$ cat config.mk
export PLATFORM = sky130hd
export DESIGN_NAME = pwmet_top
export DESIGN_NICKNAME = d
export VERILOG_FILES = /design/src/design/pwmet_postscale.v /design/src/design/pwmet_pin_mux.v /design/src/design/pwmet_top.v
export VERILOG_INCLUDE_DIRS = /design/src /design/src/pkg
export SDC_FILE = /design/constraint.sdc
export NUM_CORES = 1
export LEC_CHECK = 0
export BUFFER_PORTS_ARGS = -buffer_cell sky130_fd_sc_hd__buf_2
export CORE_MARGIN = 2
export CORE_UTILIZATION = 45
export DETAILED_ROUTE_END_ITERATION = 12
export GPL_ROUTABILITY_DRIVEN = 0
export GPL_TIMING_DRIVEN = 0
export PLACE_DENSITY_LB_ADDON = 0.3
export RECOVER_POWER = 50
export SYNTH_ARGS = -nofsm -noshare
export SYNTH_HDL_FRONTEND = slang
export SYNTH_SLANG_ARGS = --single-unit
$ cat constraint.sdc
create_clock -name clock -period 1.8 [get_ports clock]
set_clock_uncertainty 0.05 [all_clocks]
set_input_delay 0.09 -clock clock [delete_from_list [all_inputs] [get_ports clock]]
set_output_delay 0.09 -clock clock [all_outputs]
set_load 0.005 [all_outputs]
$ cat src/pkg/pwmet_map.vh
`ifndef PWMET_MAP_VH
`define PWMET_MAP_VH

`define PWMET_ADDR_W          12
`define PWMET_OFF_CMP         12'h000
`define PWMET_OFF_PIN         12'h004
`define PWMET_OFF_CON2        12'h008
`define PWMET_OFF_IRQ_STAT    12'h00C
`define PWMET_OFF_IRQ_MASK    12'h010
`define PWMET_OFF_TB_STAT     12'h014

`define PWMET_RST_CMP         16'h0000
`define PWMET_RST_PIN         16'h00FF
`define PWMET_RST_CON2        16'h0000
`define PWMET_RST_IRQ         2'h0

`define PWMET_CMP_DIR_BIT     15
`define PWMET_CMP_VAL_MSB     14
`define PWMET_TB_DIR_BIT      15
`define PWMET_PIN_MODE_MSB    11
`define PWMET_PIN_MODE_LSB    8
`define PWMET_PIN_HIGH_MSB    7
`define PWMET_PIN_HIGH_LSB    4
`define PWMET_PIN_LOW_MSB     3
`define PWMET_PIN_LOW_LSB     0
`define PWMET_PIN_WMASK       16'h0FFF
`define PWMET_CON2_PS_MSB     11
`define PWMET_CON2_PS_LSB     8
`define PWMET_CON2_WMASK      16'h0F07

`define PWMET_IRQ_TRIG_BIT    0
`define PWMET_IRQ_MATCH_BIT   1

`endif

$ cat src/design/pwmet_postscale.v
`timescale 1ns/1ps
module pwmet_postscale
(
   // Clock and reset.
   input  wire       clock,
   input  wire       rst,
   // Control.
   input  wire [3:0] select,
   input  wire       restart,
   // Events.
   input  wire       event_in,
   output reg        event_out
);

   reg [3:0] count;

   always @(posedge clock)
   begin
      if (rst)
      begin
         count     <= 4'h0;
         event_out <= 1'b0;
      end
      else if (restart)
      begin
         // A new ratio starts from a clean count so the first pass is exact.
         count     <= 4'h0;
         event_out <= 1'b0;
      end
      else if (event_in)
      begin
         if (count == select)
         begin
            count     <= 4'h0;
            event_out <= 1'b1;
         end
         else
         begin
            count     <= count + 4'h1;
            event_out <= 1'b0;
         end
      end
      else
      begin
         event_out <= 1'b0;
      end
   end

endmodule

$ cat src/design/pwmet_pin_mux.v
`timescale 1ns/1ps
module pwmet_pin_mux
(
   // Clock and reset.
   input  wire       clock,
   input  wire       rst,
   // Configuration.
   input  wire [3:0] pair_output_mode,
   input  wire [3:0] high_side_pin_enable,
   input  wire [3:0] low_side_pin_enable,
   // Duty generator signals.
   input  wire [3:0] duty_high,
   input  wire [3:0] duty_low,
   // Pins.
   output reg  [3:0] high_side_output,
   output reg  [3:0] high_side_oe,
   output reg  [3:0] low_side_output,
   output reg  [3:0] low_side_oe
);

   reg [3:0] next_low;
   integer   i;

   always @*
   begin
      next_low = 4'h0;
      for (i = 0; i < 4; i = i + 1)
      begin
         // Complementary mode drives the low pin as the inverse of duty_high; no dead time is inserted.
         next_low[i] = pair_output_mode[i] ? duty_low[i] : ~duty_high[i];
      end
   end

   always @(posedge clock)
   begin
      if (rst)
      begin
         high_side_output <= 4'h0;
         high_side_oe     <= 4'h0;
         low_side_output  <= 4'h0;
         low_side_oe      <= 4'h0;
      end
      else
      begin
         high_side_output <= duty_high & high_side_pin_enable;
         high_side_oe     <= high_side_pin_enable;
         low_side_output  <= next_low & low_side_pin_enable;
         low_side_oe      <= low_side_pin_enable;
      end
   end

endmodule

$ cat src/design/pwmet_top.v
// Added by the designer: the register addresses and the APB register port.
`timescale 1ns/1ps
`include "pwmet_map.vh"
module pwmet_top
(
   // Clock and reset.
   input  wire        clock,
   input  wire        rst,
   // APB slave.
   input  wire        psel,
   input  wire        penable,
   input  wire        pwrite,
   input  wire [11:0] paddr,
   input  wire [31:0] pwdata,
   output reg  [31:0] prdata,
   output reg         pready,
   output reg         pslverr,
   // Time base and duty generators.
   input  wire [15:0] time_base_count,
   input  wire [3:0]  duty_high,
   input  wire [3:0]  duty_low,
   // Output pins.
   output wire [3:0]  high_side_output,
   output wire [3:0]  high_side_oe,
   output wire [3:0]  low_side_output,
   output wire [3:0]  low_side_oe,
   // Converter trigger and interrupt.
   output wire        adc_trigger,
   output reg         irq
);

   reg  [15:0] special_event_compare;
   reg  [15:0] pin_mode_and_enable_control;
   reg  [15:0] trigger_postscale_and_update_control;
   reg  [1:0]  irq_status;
   reg  [1:0]  irq_mask;
   reg         match_prev;
   reg  [31:0] next_rdata;
   reg         next_err;
   reg  [1:0]  next_status;
   reg  [15:0] next_compare;
   reg  [15:0] next_pin;
   reg  [15:0] next_con2;
   reg  [1:0]  next_mask;

   wire        access;
   wire        wr_en;
   wire        trigger_direction_select;
   wire [14:0] trigger_compare_value;
   wire        time_base_direction_flag;
   wire        match_now;
   wire        match_event;
   wire        post_event;
   wire        ps_restart;
   wire [3:0]  trigger_postscale_select;

   function is_mapped;
      input [11:0] addr;
      begin
         is_mapped = (addr == `PWMET_OFF_CMP)      ||
                     (addr == `PWMET_OFF_PIN)      ||
                     (addr == `PWMET_OFF_CON2)     ||
                     (addr == `PWMET_OFF_IRQ_STAT) ||
                     (addr == `PWMET_OFF_IRQ_MASK) ||
                     (addr == `PWMET_OFF_TB_STAT);
      end
   endfunction

   function [15:0] masked_write;
      input [15:0] old_value;
      input [15:0] new_value;
      input [15:0] mask;
      begin
         masked_write = (old_value & ~mask) | (new_value & mask);
      end
   endfunction

   function write_hit;
      input        strobe;
      input [11:0] addr;
      input [11:0] offset;
      begin
         write_hit = strobe && (addr == offset);
      end
   endfunction

   // Every transfer gets one wait state so read data comes from a flop.
   assign access = psel & penable & ~pready;
   assign wr_en  = psel & penable & pready & pwrite & ~pslverr;

   assign trigger_direction_select = special_event_compare[`PWMET_CMP_DIR_BIT];
   assign trigger_compare_value    = special_event_compare[`PWMET_CMP_VAL_MSB:0];
   assign time_base_direction_flag = time_base_count[`PWMET_TB_DIR_BIT];
   assign trigger_postscale_select =
      trigger_postscale_and_update_control[`PWMET_CON2_PS_MSB:`PWMET_CON2_PS_LSB];

   // A direction flag of one means counting down, so equal bits select the direction.
   assign match_now = (time_base_count[`PWMET_CMP_VAL_MSB:0] == trigger_compare_value)
                      && (time_base_direction_flag == trigger_direction_select);

   // The time base may dwell on one value for several clocks, so only the first counts.
   assign match_event = match_now & ~match_prev;

   assign ps_restart = write_hit(wr_en, paddr, `PWMET_OFF_CON2);

   always @(posedge clock)
   begin
      if (rst)
      begin
         match_prev <= 1'b0;
      end
      else
      begin
         match_prev <= match_now;
      end
   end

   pwmet_postscale u_postscale
   (
      .clock     (clock),
      .rst       (rst),
      .select    (trigger_postscale_select),
      .restart   (ps_restart),
      .event_in  (match_event),
      .event_out (post_event)
   );

   assign adc_trigger = post_event;

   pwmet_pin_mux u_pin_mux
   (
      .clock                (clock),
      .rst                  (rst),
      .pair_output_mode     (pin_mode_and_enable_control[`PWMET_PIN_MODE_MSB:`PWMET_PIN_MODE_LSB]),
      .high_side_pin_enable (pin_mode_and_enable_control[`PWMET_PIN_HIGH_MSB:`PWMET_PIN_HIGH_LSB]),
      .low_side_pin_enable  (pin_mode_and_enable_control[`PWMET_PIN_LOW_MSB:`PWMET_PIN_LOW_LSB]),
      .duty_high            (duty_high),
      .duty_low             (duty_low),
      .high_side_output     (high_side_output),
      .high_side_oe         (high_side_oe),
      .low_side_output      (low_side_output),
      .low_side_oe          (low_side_oe)
   );

   always @*
   begin
      next_rdata = 32'h00000000;
      next_err   = ~is_mapped(paddr);
      case (paddr)
         `PWMET_OFF_CMP:
         begin
            next_rdata[15:0] = special_event_compare;
         end
         `PWMET_OFF_PIN:
         begin
            next_rdata[15:0] = pin_mode_and_enable_control & `PWMET_PIN_WMASK;
         end
         `PWMET_OFF_CON2:
         begin
            next_rdata[15:0] = trigger_postscale_and_update_control & `PWMET_CON2_WMASK;
         end
         `PWMET_OFF_IRQ_STAT:
         begin
            next_rdata[1:0] = irq_status;
         end
         `PWMET_OFF_IRQ_MASK:
         begin
            next_rdata[1:0] = irq_mask;
         end
         `PWMET_OFF_TB_STAT:
         begin
            next_rdata[15:0] = time_base_count;
         end
         default:
         begin
            next_rdata = 32'h00000000;
         end
      endcase
   end

   always @(posedge clock)
   begin
      if (rst)
      begin
         pready  <= 1'b0;
         pslverr <= 1'b0;
         prdata  <= 32'h00000000;
      end
      else
      begin
         pready <= access;
         if (access)
         begin
            pslverr <= next_err;
            prdata  <= pwrite ? 32'h00000000 : next_rdata;
         end
         else
         begin
            pslverr <= 1'b0;
            prdata  <= 32'h00000000;
         end
      end
   end

   always @(posedge clock)
   begin
      if (rst)
      begin
         special_event_compare                <= `PWMET_RST_CMP;
         pin_mode_and_enable_control          <= `PWMET_RST_PIN;
         trigger_postscale_and_update_control <= `PWMET_RST_CON2;
         irq_mask                             <= `PWMET_RST_IRQ;
      end
      else
      begin
         special_event_compare                <= next_compare;
         pin_mode_and_enable_control          <= next_pin;
         trigger_postscale_and_update_control <= next_con2;
         irq_mask                             <= next_mask;
      end
   end

   // The new mask is used in the write cycle itself, so irq never lags a mask change.
   always @*
   begin
      next_compare = special_event_compare;
      next_pin     = pin_mode_and_enable_control;
      next_con2    = trigger_postscale_and_update_control;
      next_mask    = irq_mask;
      if (write_hit(wr_en, paddr, `PWMET_OFF_CMP))
      begin
         next_compare = pwdata[15:0];
      end
      if (write_hit(wr_en, paddr, `PWMET_OFF_PIN))
      begin
         next_pin = masked_write(pin_mode_and_enable_control,
                                 pwdata[15:0], `PWMET_PIN_WMASK);
      end
      if (write_hit(wr_en, paddr, `PWMET_OFF_CON2))
      begin
         // Unimplemented bits keep their zero reset value.
         next_con2 = masked_write(trigger_postscale_and_update_control,
                                  pwdata[15:0], `PWMET_CON2_WMASK);
      end
      if (write_hit(wr_en, paddr, `PWMET_OFF_IRQ_MASK))
      begin
         next_mask = pwdata[1:0];
      end
   end

   always @*
   begin
      next_status = irq_status;
      if (write_hit(wr_en, paddr, `PWMET_OFF_IRQ_STAT))
      begin
         next_status = irq_status & ~pwdata[1:0];
      end
      // A new event in the clearing cycle is kept.
      if (post_event)
      begin
         next_status[`PWMET_IRQ_TRIG_BIT] = 1'b1;
      end
      if (match_event)
      begin
         next_status[`PWMET_IRQ_MATCH_BIT] = 1'b1;
      end
   end

   always @(posedge clock)
   begin
      if (rst)
      begin
         irq_status <= `PWMET_RST_IRQ;
         irq        <= 1'b0;
      end
      else
      begin
         irq_status <= next_status;
         irq        <= |(next_status & next_mask);
      end
   end

endmodule

After elaboration in Yosys (flattened, before gate mapping) --
Index checks and enable logic that the tools add are counted.
Word-level totals: bits in registers 109, latch bits 0, bits in writable memories 0, bits in read-only memories 0, input port bits 73, output and inout port bits 52, word-level logic and storage cells 78, memories 0
Cells by class: add/sub/neg operators 1, multiply operators 0, divide/modulo/power cells 0, magnitude comparators 0, eq/ne operators 8, shift-type cells 0, mux-type cells 12, bitwise operators 23, reductions and logical operators 17
Operators with widths (number):
- one-hot mux 14 bit (4 select lines) | 1
- OR 16 x 12 -> 16 bit | 2
- == test 12 x 4 -> 1 bit (second input constant) | 2
- == test 12 x 5 -> 1 bit (second input constant) | 2
- == test 15 bit | 1
- == test 12 x 3 -> 1 bit (second input constant) | 1
- logical NOT 12 bit | 1
- one-hot mux 2 bit (6 select lines) | 1
- NOT 1 bit | 10
- AND 4 bit | 2
- 2-to-1 mux 1 bit | 7
- AND 1 bit | 6
- logical AND 1 bit | 6
- OR reduction 2 bit | 3
- OR reduction 3 bit | 2
- logical OR 1 bit | 5
- adder 4 x 1 -> 4 bit (second input constant) | 1
- AND 2 bit | 2
- == test 4 bit | 1
- 2-to-1 mux 2 bit | 2
- 2-to-1 mux 4 bit | 1
- NOT 2 bit | 1
- == test 1 bit | 1

Depth between registers and ports, before layout --
Gate-level depths: netlist of run 1.
depth after elaboration 9, depth in mapped cells 8, mapped depth without buffers 5

By module --
A second synthesis of run 1 with hierarchy kept.
Second synthesis, totals: cell total of the unflattened synthesis 361, area total of the unflattened synthesis 3450.8 sq um
Modules (own cells, without submodules):
- pwmet_top | times used 1, cells an instance 291, area each 2656.3 sq um, sequential area each 1181.1 sq um
- pwmet_pin_mux | times used 1, cells an instance 40, area each 490.5 sq um, sequential area each 320.3 sq um
- pwmet_postscale | times used 1, cells an instance 30, area each 304.0 sq um, sequential area each 100.1 sq um

Worst setup path before layout of run 1 --
Ideal clock, no wire load.
kind flip-flop to flip-flop, start point reg pready, end point reg pin_mode_and_enable_control[2], library setup time 0.117 ns, data arrival time 1.589 ns, required time 1.633 ns, slack 0.044 ns, cell stages (with the launch flop) 7, path buffers 1, clock period less this slack 1.756 ns, path through dfxtp_1 > nand2_1 > or3_2 > nor4_4 > buf_6 > mux2i_1 > nand2b_1
On the way: longest elaborated chain between the ends 4
Ends and longest elaborated chain:
- start: declaration | line pwmet_top.v:16 | output reg pready,
- start signal: assignment | line pwmet_top.v:191 | pready <= access;
- AND 1 bit (3 in a row) | line pwmet_top.v:89 | assign wr_en = psel & penable & pready & pwrite & ~pslverr;
- logical AND 1 bit | line pwmet_top.v:83 | write_hit = strobe && (addr == offset);
- end signal: assignment | line pwmet_top.v:210 | pin_mode_and_enable_control <= `PWMET_RST_PIN;
- end signal: assignment | line pwmet_top.v:217 | pin_mode_and_enable_control <= next_pin;
- end: declaration | line pwmet_top.v:33 | reg [15:0] pin_mode_and_enable_control;
Every way passes these cells. A chain may end at the register's enable or synchronous reset.

Final worst setup path of run 1 --
start point reg pready, end point reg irq
On the way: longest elaborated chain between the ends 8, elaborated cells on any way between the ends 11, those cells by class 4 x mux; 4 x bitwise; 3 x reduce/logical
Ends and longest elaborated chain:
- AND 1 bit * (3 in a row) | line pwmet_top.v:89
- logical AND 1 bit | line pwmet_top.v:83
- 2-to-1 mux 2 bit | line pwmet_top.v:254 | if (write_hit(wr_en, paddr, `PWMET_OFF_IRQ_STAT))
- 2-to-1 mux 1 bit, on equally long branches | line pwmet_top.v:259, pwmet_top.v:263
- AND 2 bit * | line pwmet_top.v:279 | irq <= |(next_status & next_mask);
- OR reduction 2 bit * | line pwmet_top.v:279
- end signal: assignment | line pwmet_top.v:279
- end: declaration | line pwmet_top.v:29 | output reg irq
Every way passes the cells marked *; elsewhere a longest branch is shown, timed or not.

==> results of run 1 <==
flip-flops by register name, indices dropped and copies added (netlist names), 2 cells and up:
| name | cells |
|---|---|
| irq_mask | 2 |
| irq_status | 2 |
| pin_mode_and_enable_control | 12 |
| prdata | 16 |
| special_event_compare | 16 |
| trigger_postscale_and_update_control | 7 |
| u_pin_mux.high_side_oe | 4 |
| u_pin_mux.high_side_output | 4 |
| u_pin_mux.low_side_oe | 4 |
| u_pin_mux.low_side_output | 4 |
| u_postscale.count | 4 |
synthesized netlist by cell type, drive strengths merged, types with 2 or more instances:
master	number	area [um2]
a21oi	29	145.1
a222oi	10	100.1
a22oi	6	45.04
and2	11	68.82
and4	2	18.77
buf	26	190.2
clkbuf	8	40.04
dfxtp	80	1602
inv	3	11.26
mux2i	23	230.2
nand2	53	198.9
nand2b	8	50.05
nand3	2	10.01
nand4	5	31.28
nor2	28	105.1
nor2b	12	75.07
nor3	7	46.30
nor3b	2	15.01
nor4	7	80.07
o21ai	4	20.02
o22ai	2	12.51
o31a	2	17.52
o31ai	2	15.01
o41ai	2	17.52
xor2	20	175.2
layer usage:
metal  up-vias  global-route usage
met5         -                   0
met4         0              0.1098
met3        22             0.04066
met2       149              0.3793
met1      1461              0.2773
li1       1566                   -
logic make-up after synthesis:
logic type	synth area share
AOI/OAI and AO/OA	0.1189
muxes	0.06671
adders and majority gates	0.003625
DFF	0.4641
buffers and inverters	0.06998
and+or+nand+nor	0.2248
other	0.001087
xor gates and xnor gates	0.05076
worst max-delay path, delay by kind of cell (launching register included):
family          cells  cell delay, ns
simple gates        3            0.79
buf+inv             1            0.13
flops               1            0.36
mux                 1            0.28
compound gates      1            0.12
final timing paths:
path              startpoint         to  slack, ns  cells after the start
hold reg to reg       pready     pready       0.40                      1
hold / removal        pwrite  prdata[0]       0.01                      3
setup / recovery      pready        irq      -0.07                      6
setup reg to reg      pready        irq      -0.07                      6
per-stage QoR:
| stage | std cells | cell area (um2) |
|---|---|---|
| 2_1_floorplan | 382 | 3507 |
| 3_3_place_gp | 573 | 4091 |
| 5_1_grt | 627 | 4761 |
| 6_report | 627 | 4761 |
| 4_1_cts | 623 | 4674 |
| 3_5_place_dp | 573 | 4091 |
where the power goes:
part | switching (mW) | internal (mW)
clock | 0.663 | 0.648
combinational | 0.145 | 0.161
sequential | 0.00563 | 1.79
cell type report:
type | count | area (um2)
Clock buffer | 10 | 127.6
Inverter | 3 | 11.26
Sequential cell | 80 | 1605
Tap cell | 99 | 123.9
Multi-Input combinational cell | 265 | 1765
Clock inverter | 6 | 67.56
Fill cell | 598 | 2570
Timing Repair Buffer | 131 | 824.5
Buffer | 33 | 235.2
what timing repair did:
item	CTS	global route
hold buffers	31	0
setup buffers	3	4
cloned	1	0
resized for setup	12	22
endpoints found under the hold margin	47	0
endpoints found under the setup margin	25	40
pin swaps	2	7
==> results.yml, run 1 <==
floorplanning:
  start_util: 0.4707
  die_x_um: 91.57
  dieArea_um2: 8385
  core-area_um2: 7331
  ios: 125
  die_h_um: 91.57
  placementRows: 31
sta:
  finalSetupViolCount: 7
  rsz0062_at_grt: "yes"
  whs_ns: 0.01299
  final_hold_viol_count: 0
  worst_pin_slew_ns: 0.5783
  max-slew-margin-rel: 0.6144
  fin_crit_sh: 1.037
  fmax_mhz: 535.7
  setup_ws_ns: -0.06662
  drv_slew: 0
  layout_min_cycle_time_ns: 1.867
  setup_tns_ns: -0.2062
cts:
  cts_root_buf: "clkbuf_8"
  clock_sinks: 80
  cts_made_buffers: 9
  clk_pin_slew_worst_paths_ns: 0.09
  htreeDepth: 3
  clockBufferDepth: 2
  clk_latency_ns: 0.35
  tritoncts: "done"
critical_path:
  startpoint_type: "register"
  crit_type: "register to register"
  slowest_delay_ns: 0.41
  crit_chain: "nand2_2 > or3_4 > buf_6 > nor4b_4 > mux2i_1 > o32ai_1"
  endpoint_kind: "register"
  worst-path-max-fanout: 3
  cp.required_ns: 1.98
  crit_slowest_cell: "or3_4"
  crit_arrival_ns: 2.05
logic_synthesis:
  ys_seq_area_frac: 0.4641
  async_flop_share: 0
  postSynthCellCount: 367
  syn_area_um2: 3451
  synth_ff_type: "dfxtp_1"
  synth.avg_cell_area_um2: 9.403
  synth_edf_count: 0
  ys_ff_latch: 80
  synth_cell_type_count: 45
  synth_warnings: 0
status:
  violations: "negative setup slack"
  outcome: "finished with violations"
global_routing:
  grt_usage: 0.2258
  antenna_found_initial: 0
  grt_pass1_wl_mm: 14.77
  overflow: 0
  grt_pass1_vias: 3082
  grt_max_degree: 15
route:
  drc: 0
  post_drt_wl_per_cell_um: 15.20
  num_vias: 3198
  wirelength_mm: 9.529
  drtIter0Drc: 424
  met1Wirelength_mm: 3.963
  first_pass_iters: 5
  top_layer: "met4"
  routed-wl-met3_um: 718
  wl_met2_mm: 4.633
  via_per_inst: 5.100
  ant_nets: 0
place:
  port_buffers: 92
  dp_hpwl_mm: 6.671
  place_ws_ns: -0.1886
final_layout:
  drive_above_1_share: 0.3030
  fin_util: 0.6494
  layout_common_cells: "83 x buf_2, 79 x dfxtp_1, 50 x nand2_1"
  final_common_cell: "buf_2"
  fin_nets: 597
  synthToLayoutAreaGrowth_pct: 37.96
  antenna_cells: 0
power:
  peakVddDrop_mv: 0.4521
  power_mw: 3.411
  power_density_nw_per_um2: 716.4
  leakage_nw: 1.972
run:
  maxCapViolations: 0
min_path:
  min_path_type: "primary input to register"
(Power assumes the default switching activity.)
==> run 2, diff against run 1 <==
--- a/config.mk
+++ b/config.mk
@@ -8,7 +8,7 @@
 export LEC_CHECK = 0
 export BUFFER_PORTS_ARGS = -buffer_cell sky130_fd_sc_hd__buf_2
 export CORE_MARGIN = 2
-export CORE_UTILIZATION = 45
+export CORE_UTILIZATION = 49
 export DETAILED_ROUTE_END_ITERATION = 12
 export GPL_ROUTABILITY_DRIVEN = 0
 export GPL_TIMING_DRIVEN = 0
==> constraint.sdc (replaced) <==
create_clock -name clock -period 2.05 [get_ports clock]
set_clock_uncertainty 0.05 [all_clocks]
set_input_delay 0.1025 -clock clock [delete_from_list [all_inputs] [get_ports clock]]
set_output_delay 0.1025 -clock clock [all_outputs]
set_load 0.02 [all_outputs]
==> run 2 against run 1 <==
Compared with the run above: the flow finishes with violations (negative hold slack); largest cell class unchanged; cell count is 1.8% lower; hold slack worse by 0.014 ns; register-to-register slack better by 0.09 ns; count of clock-buffer cells in the layout is 1 lower; global-route usage is 0.99 points higher; largest power group unchanged; non-clock buffer count is 8 lower; sequential share of layout area is 1.3 points higher; via count is 0.84% lower; die area is 7.8% lower; flip-flop and latch count stayed put; critical path depth is 1 higher; wire length is 3.2% lower.
==> results.yml, run 2 (synthesized netlist as in run 1, its figures left out) <==
min_path:
  hold_path_depth: 3
  hp-start: "time_base_count[13]"
  min_path_type: "primary input to register"
  hold_end: "prdata[13]"
route:
  post_drt_wl_per_cell_um: 14.97
  drc: 0
  first_pass_iters: 10
  drtIter0Drc: 307
  wirelength_mm: 9.221
  ant_nets: 0
  via_per_inst: 5.148
  num_vias: 3171
critical_path:
  crit_type: "primary input to register"
  worst-path-max-fanout: 5
  startpoint_type: "primary input"
  reg2reg_depth: 5
  endpoint_kind: "register"
  cp.required_ns: 2.22
  r2r-start: "special_event_compare[4]"
  r2r-end: "u_postscale.count[2]"
  r2r_slack_ns: 0.02
  crit_arrival_ns: 2.21
sta:
  rsz0062_at_grt: "no"
  drv_slew: 0
  setup_tns_ns: 0
  worst_pin_slew_ns: 0.6535
  fin_crit_sh: 0.9945
  max-slew-margin-rel: 0.5607
  finalSetupViolCount: 0
  fmax_mhz: 490.5
  final_hold_viol_count: 1
  setup_ws_ns: 0.01126
  layout_min_cycle_time_ns: 2.039
  whs_ns: -0.001067
final_layout:
  final-seq-area_um2: 1602
  fin_area_um2: 4568
  fin_nets: 589
  drive_above_1_share: 0.2173
  reg_top3: "prdata: 16 flops, special_event_compare: 16 flops, pin_mode_and_enable_control: 12 flops"
  layout_common_cells: "80 x dfxtp_1, 62 x buf_2, 53 x nand2_1"
  final_common_cell: "dfxtp_1"
  antenna_cells: 0
  multi_input_area_um2: 1674
  nFillCells: 557
  synthToLayoutAreaGrowth_pct: 32.38
  fin_util: 0.6724
  stdcell_count: 616
floorplanning:
  dieArea_um2: 7730
  start_util: 0.5079
  die_x_um: 87.92
  core-area_um2: 6794
  placementRows: 30
  ios: 125
  die_h_um: 87.92
power:
  power.share.switching: 0.2417
  power.switching_mw: 0.7641
  power_mw: 3.161
  leakage_nw: 1.827
  power_density_nw_per_um2: 691.9
  p_clk_frac: 0.410
  power.share.sequential: 0.499
  peakVddDrop_mv: 0.3062
  p_int_mw: 2.397
  combPwrFrac: 0.092
cts:
  clk_latency_ns: 0.36
  cts_made_buffers: 9
  clk_pin_slew_worst_paths_ns: 0.08
  tritoncts: "done"
  clockBufferDepth: 2
  clock_sinks: 80
  htreeDepth: 3
  cts_root_buf: "clkbuf_8"
global_routing:
  grt_pass1_vias: 2975
  antenna_found_initial: 0
  grt_usage: 0.2356
  grt_pass1_wl_mm: 14.05
  grt_max_degree: 16
  overflow: 0
run:
  maxCapViolations: 0
place:
  dp_hpwl_mm: 6.574
  dp.cells: 570
  port_buffers: 92
  place_area_um2: 4088
  place_ws_ns: 0.08219
status:
  violations: "negative hold slack"
  outcome: "finished with violations"
[run 2: cell types whose count changed in the layout (fill, tap and decap cells not counted), sizes merged]
cell,delta
buf,-28
bufinv,+1
clkbuf,+23
dlygate4sd3,-4
[run 2: cell type report]
cell class	count	share of cell area
Sequential cell	80	0.3506
Tap cell	96	0.02629
Timing Repair Buffer	122	0.1550
Multi-Input combinational cell	265	0.3665
Clock inverter	7	0.02219
Clock buffer	9	0.02712
Inverter	3	0.002465
Buffer	34	0.04985
[run 2: how the worst max path moves through the flow]
stage / depth (start not counted) / from / slack, ns / end
floorplan: 6 / pready / 0.17 / pin_mode_and_enable_control[2]
global placement: 7 / paddr[11] / 0.07 / prdata[4]
detailed placement: 7 / paddr[11] / 0.08 / prdata[4]
CTS: 7 / rst / 0.01 / prdata[11]
global route: 5 / special_event_compare[4] / 0.0002 / u_postscale.count[2]
finish: 7 / time_base_count[6] / 0.01 / u_postscale.count[2]
[run 2: power by group through the flow]
| stage | clock network (mW) | registers [mW] | logic (mW) |
|---|---|---|---|
| after detailed placement | 0 | 1.61 | 0.251 |
| after global routing | 1.39 | 1.58 | 0.313 |
| after CTS | 1.31 | 1.58 | 0.293 |
| final | 1.29 | 1.58 | 0.291 |
| after floorplan | 0 | 1.64 | 0.110 |
| after global placement | 0 | 1.61 | 0.249 |
[run 2: worst max-delay path: stages]
cell and delay, ns:
dlygate4sd3_1 0.55, buf_2 0.14, xor2_1 0.15, nor4_1 0.48, nand2_1 0.25, o41ai_1 0.43, a21oi_1 0.11
[run 2: what timing repair did]
action | 4_1_cts | 5_1_grt
buffers inserted | 0 | 3
hold endpoints to repair | 40 | 0
hold buffers | 27 | 0
endpoints found under the setup margin | 0 | 21
gates resized for setup | 0 | 5
[run 2: routing by layer]
metal / vias to the layer above / track usage / share of wire
li1: 1543 / - / -
met1: 1457 / 0.2891 / 0.41
met2: 152 / 0.3953 / 0.49
met3: 19 / 0.04807 / 0.074
met4: 0 / 0.1133 / 0.022
met5: - / 0 / 0
==> run 3, diff against run 2 <==
--- a/config.mk
+++ b/config.mk
@@ -12,7 +12,7 @@
 export DETAILED_ROUTE_END_ITERATION = 12
 export GPL_ROUTABILITY_DRIVEN = 0
 export GPL_TIMING_DRIVEN = 0
-export PLACE_DENSITY_LB_ADDON = 0.3
+export PLACE_DENSITY_LB_ADDON = 0.08
 export RECOVER_POWER = 50
 export SYNTH_ARGS = -nofsm -noshare
 export SYNTH_HDL_FRONTEND = slang
==> run 3 against run 2 <==
Compared with the run above: combinational power increased by 3%; critical path depth did not move; cell count is 0.16% higher; count of clock-buffer cells in the layout is the same; the run still ends with negative hold slack left; setup slack gained 0.10 ns; highest routed layer unchanged; non-clock buffer count increased by 2; register-to-register slack improved by 0.14 ns.
==> results.yml, run 3 (synthesized netlist as in run 1, its figures left out) <==
place:
  dp_hpwl_mm: 6.576
  port_buffers: 92
route:
  post_drt_wl_per_cell_um: 14.95
  via_per_inst: 5.149
  drtIter0Drc: 199
  drc: 0
  ant_nets: 0
  wirelength_mm: 9.222
  num_vias: 3177
  first_pass_iters: 6
sta:
  whs_ns: -0.009012
  layout_min_cycle_time_ns: 1.937
  rsz0062_at_grt: "no"
  max-slew-margin-rel: 0.5713
  worst_pin_slew_ns: 0.6377
  fmax_mhz: 516.2
  fin_crit_sh: 0.9450
  setup_tns_ns: 0
  drv_slew: 0
  final_hold_viol_count: 2
  finalSetupViolCount: 0
power:
  leakage_nw: 1.833
  power_density_nw_per_um2: 685.3
  peakVddDrop_mv: 0.2857
critical_path:
  startpoint_type: "primary input"
  cp_num_buf_inv: 3
  crit_chain: "dlygate4sd3_1 > buf_2 > or4_1 > a211oi_2 > nand2_2 > clkbuf_2 > a21oi_1"
  endpoint_kind: "register"
  crit_arrival_ns: 2.18
  slowest_delay_ns: 0.56
  cp.required_ns: 2.29
  crit_type: "primary input to register"
  worst-path-max-fanout: 10
  crit_family: "buffers and inverters"
  crit_slowest_cell: "or4_1"
floorplanning:
  die_h_um: 87.92
  placementRows: 30
  ios: 125
  start_util: 0.5079
  die_x_um: 87.92
  core-area_um2: 6794
  dieArea_um2: 7730
final_layout:
  fin_util: 0.6788
  final_common_cell: "dfxtp_1"
  fin_nets: 591
  layout_common_cells: "80 x dfxtp_1, 61 x buf_2, 52 x nand2_1"
  synthToLayoutAreaGrowth_pct: 33.65
  nFillCells: 596
  antenna_cells: 0
  drive_above_1_share: 0.2207
  reg_top3: "prdata: 16 flops, special_event_compare: 16 flops, pin_mode_and_enable_control: 12 flops"
cts:
  clk_latency_ns: 0.36
  clock_sinks: 80
  htreeDepth: 3
  cts_made_buffers: 9
  clockBufferDepth: 2
  tritoncts: "done"
  clk_pin_slew_worst_paths_ns: 0.08
  cts_root_buf: "clkbuf_8"
global_routing:
  grt_pass1_wl_mm: 14.12
  overflow: 0
  antenna_found_initial: 0
  grt_pass1_vias: 2936
  grt_max_degree: 15
  grt_usage: 0.2416
status:
  violations: "negative hold slack"
  outcome: "finished with violations"
min_path:
  min_path_type: "primary input to register"
run:
  maxCapViolations: 0
-- run 3: cell types whose count changed in the layout (fill, tap and decap cells not counted), moves of 2 or more --
cell,before,now
dlygate4sd3_1,27,31
and2_0,7,5
nor4_1,3,1
and2_1,4,6
nor4_2,2,4
buf_4,21,19
-- run 3: final timing paths --
check	start	depth (start not counted)	slack, ns	end
worst min-delay path	time_base_count[14]	3	-0.009	prdata[14]
worst max-delay path	rst	7	0.11	prdata[11]
worst max register to register	special_event_compare[1]	6	0.16	irq
worst min register to register	pready	1	0.44	pready
-- run 3: layout make-up --
class | count | area, um2 | share of cell area
clock buffers | 9 | 123.9 | 0.02686
flip-flops and latches | 80 | 1602 | 0.3473
inverters | 3 | 11.26 | 0.002442
clock inverters | 6 | 92.59 | 0.02008
multi-input cells | 265 | 1702 | 0.3690
repair buffers | 124 | 733.2 | 0.1590
plain buffers | 34 | 227.7 | 0.04938
well taps | 96 | 120.1 | 0.02604
-- run 3: power by group --
part	total, mW	internal (mW)	switching (mW)
combinational	0.300	0.136	0.164
clock	1.28	0.687	0.597
sequential	1.58	1.57	0.00505
total	3.16	2.39	0.766
-- run 3: tightest hold or removal path, cell delays in order --
cell and delay (ns):
buf_2 0.10, a22oi_1 0.07, nor2_1 0.08
-- run 3: per-stage QoR --
| step | power, mW | worst slack [ns] | instance area, um2 | std cells |
|---|---|---|---|---|
| 2_1_floorplan | 1.747 | 0.1695 | 3507 | 382 |
| 3_3_place_gp | 1.863 | 0.02820 | 4088 | 570 |
| 5_1_grt | 3.275 | 0.004848 | 4612 | 617 |
| 4_1_cts | 3.166 | 0.02001 | 4614 | 616 |
| 3_5_place_dp | 1.864 | 0.04954 | 4088 | 570 |
| 6_report | 3.161 | 0.1127 | 4612 | 617 |
-- run 3: layer usage --
metal,part of all wire,global-route usage
met5,0,0
met4,0.020,0.1007
met3,0.059,0.04807
met2,0.49,0.4043
met1,0.43,0.3040
-- run 3: repair_timing --
action                                  4_1_cts  5_1_grt
hold endpoints to repair                     40        0
endpoints found under the setup margin        0       22
resized for setup                             0        9
setup buffers                                 0        1
hold buffers                                 31        0
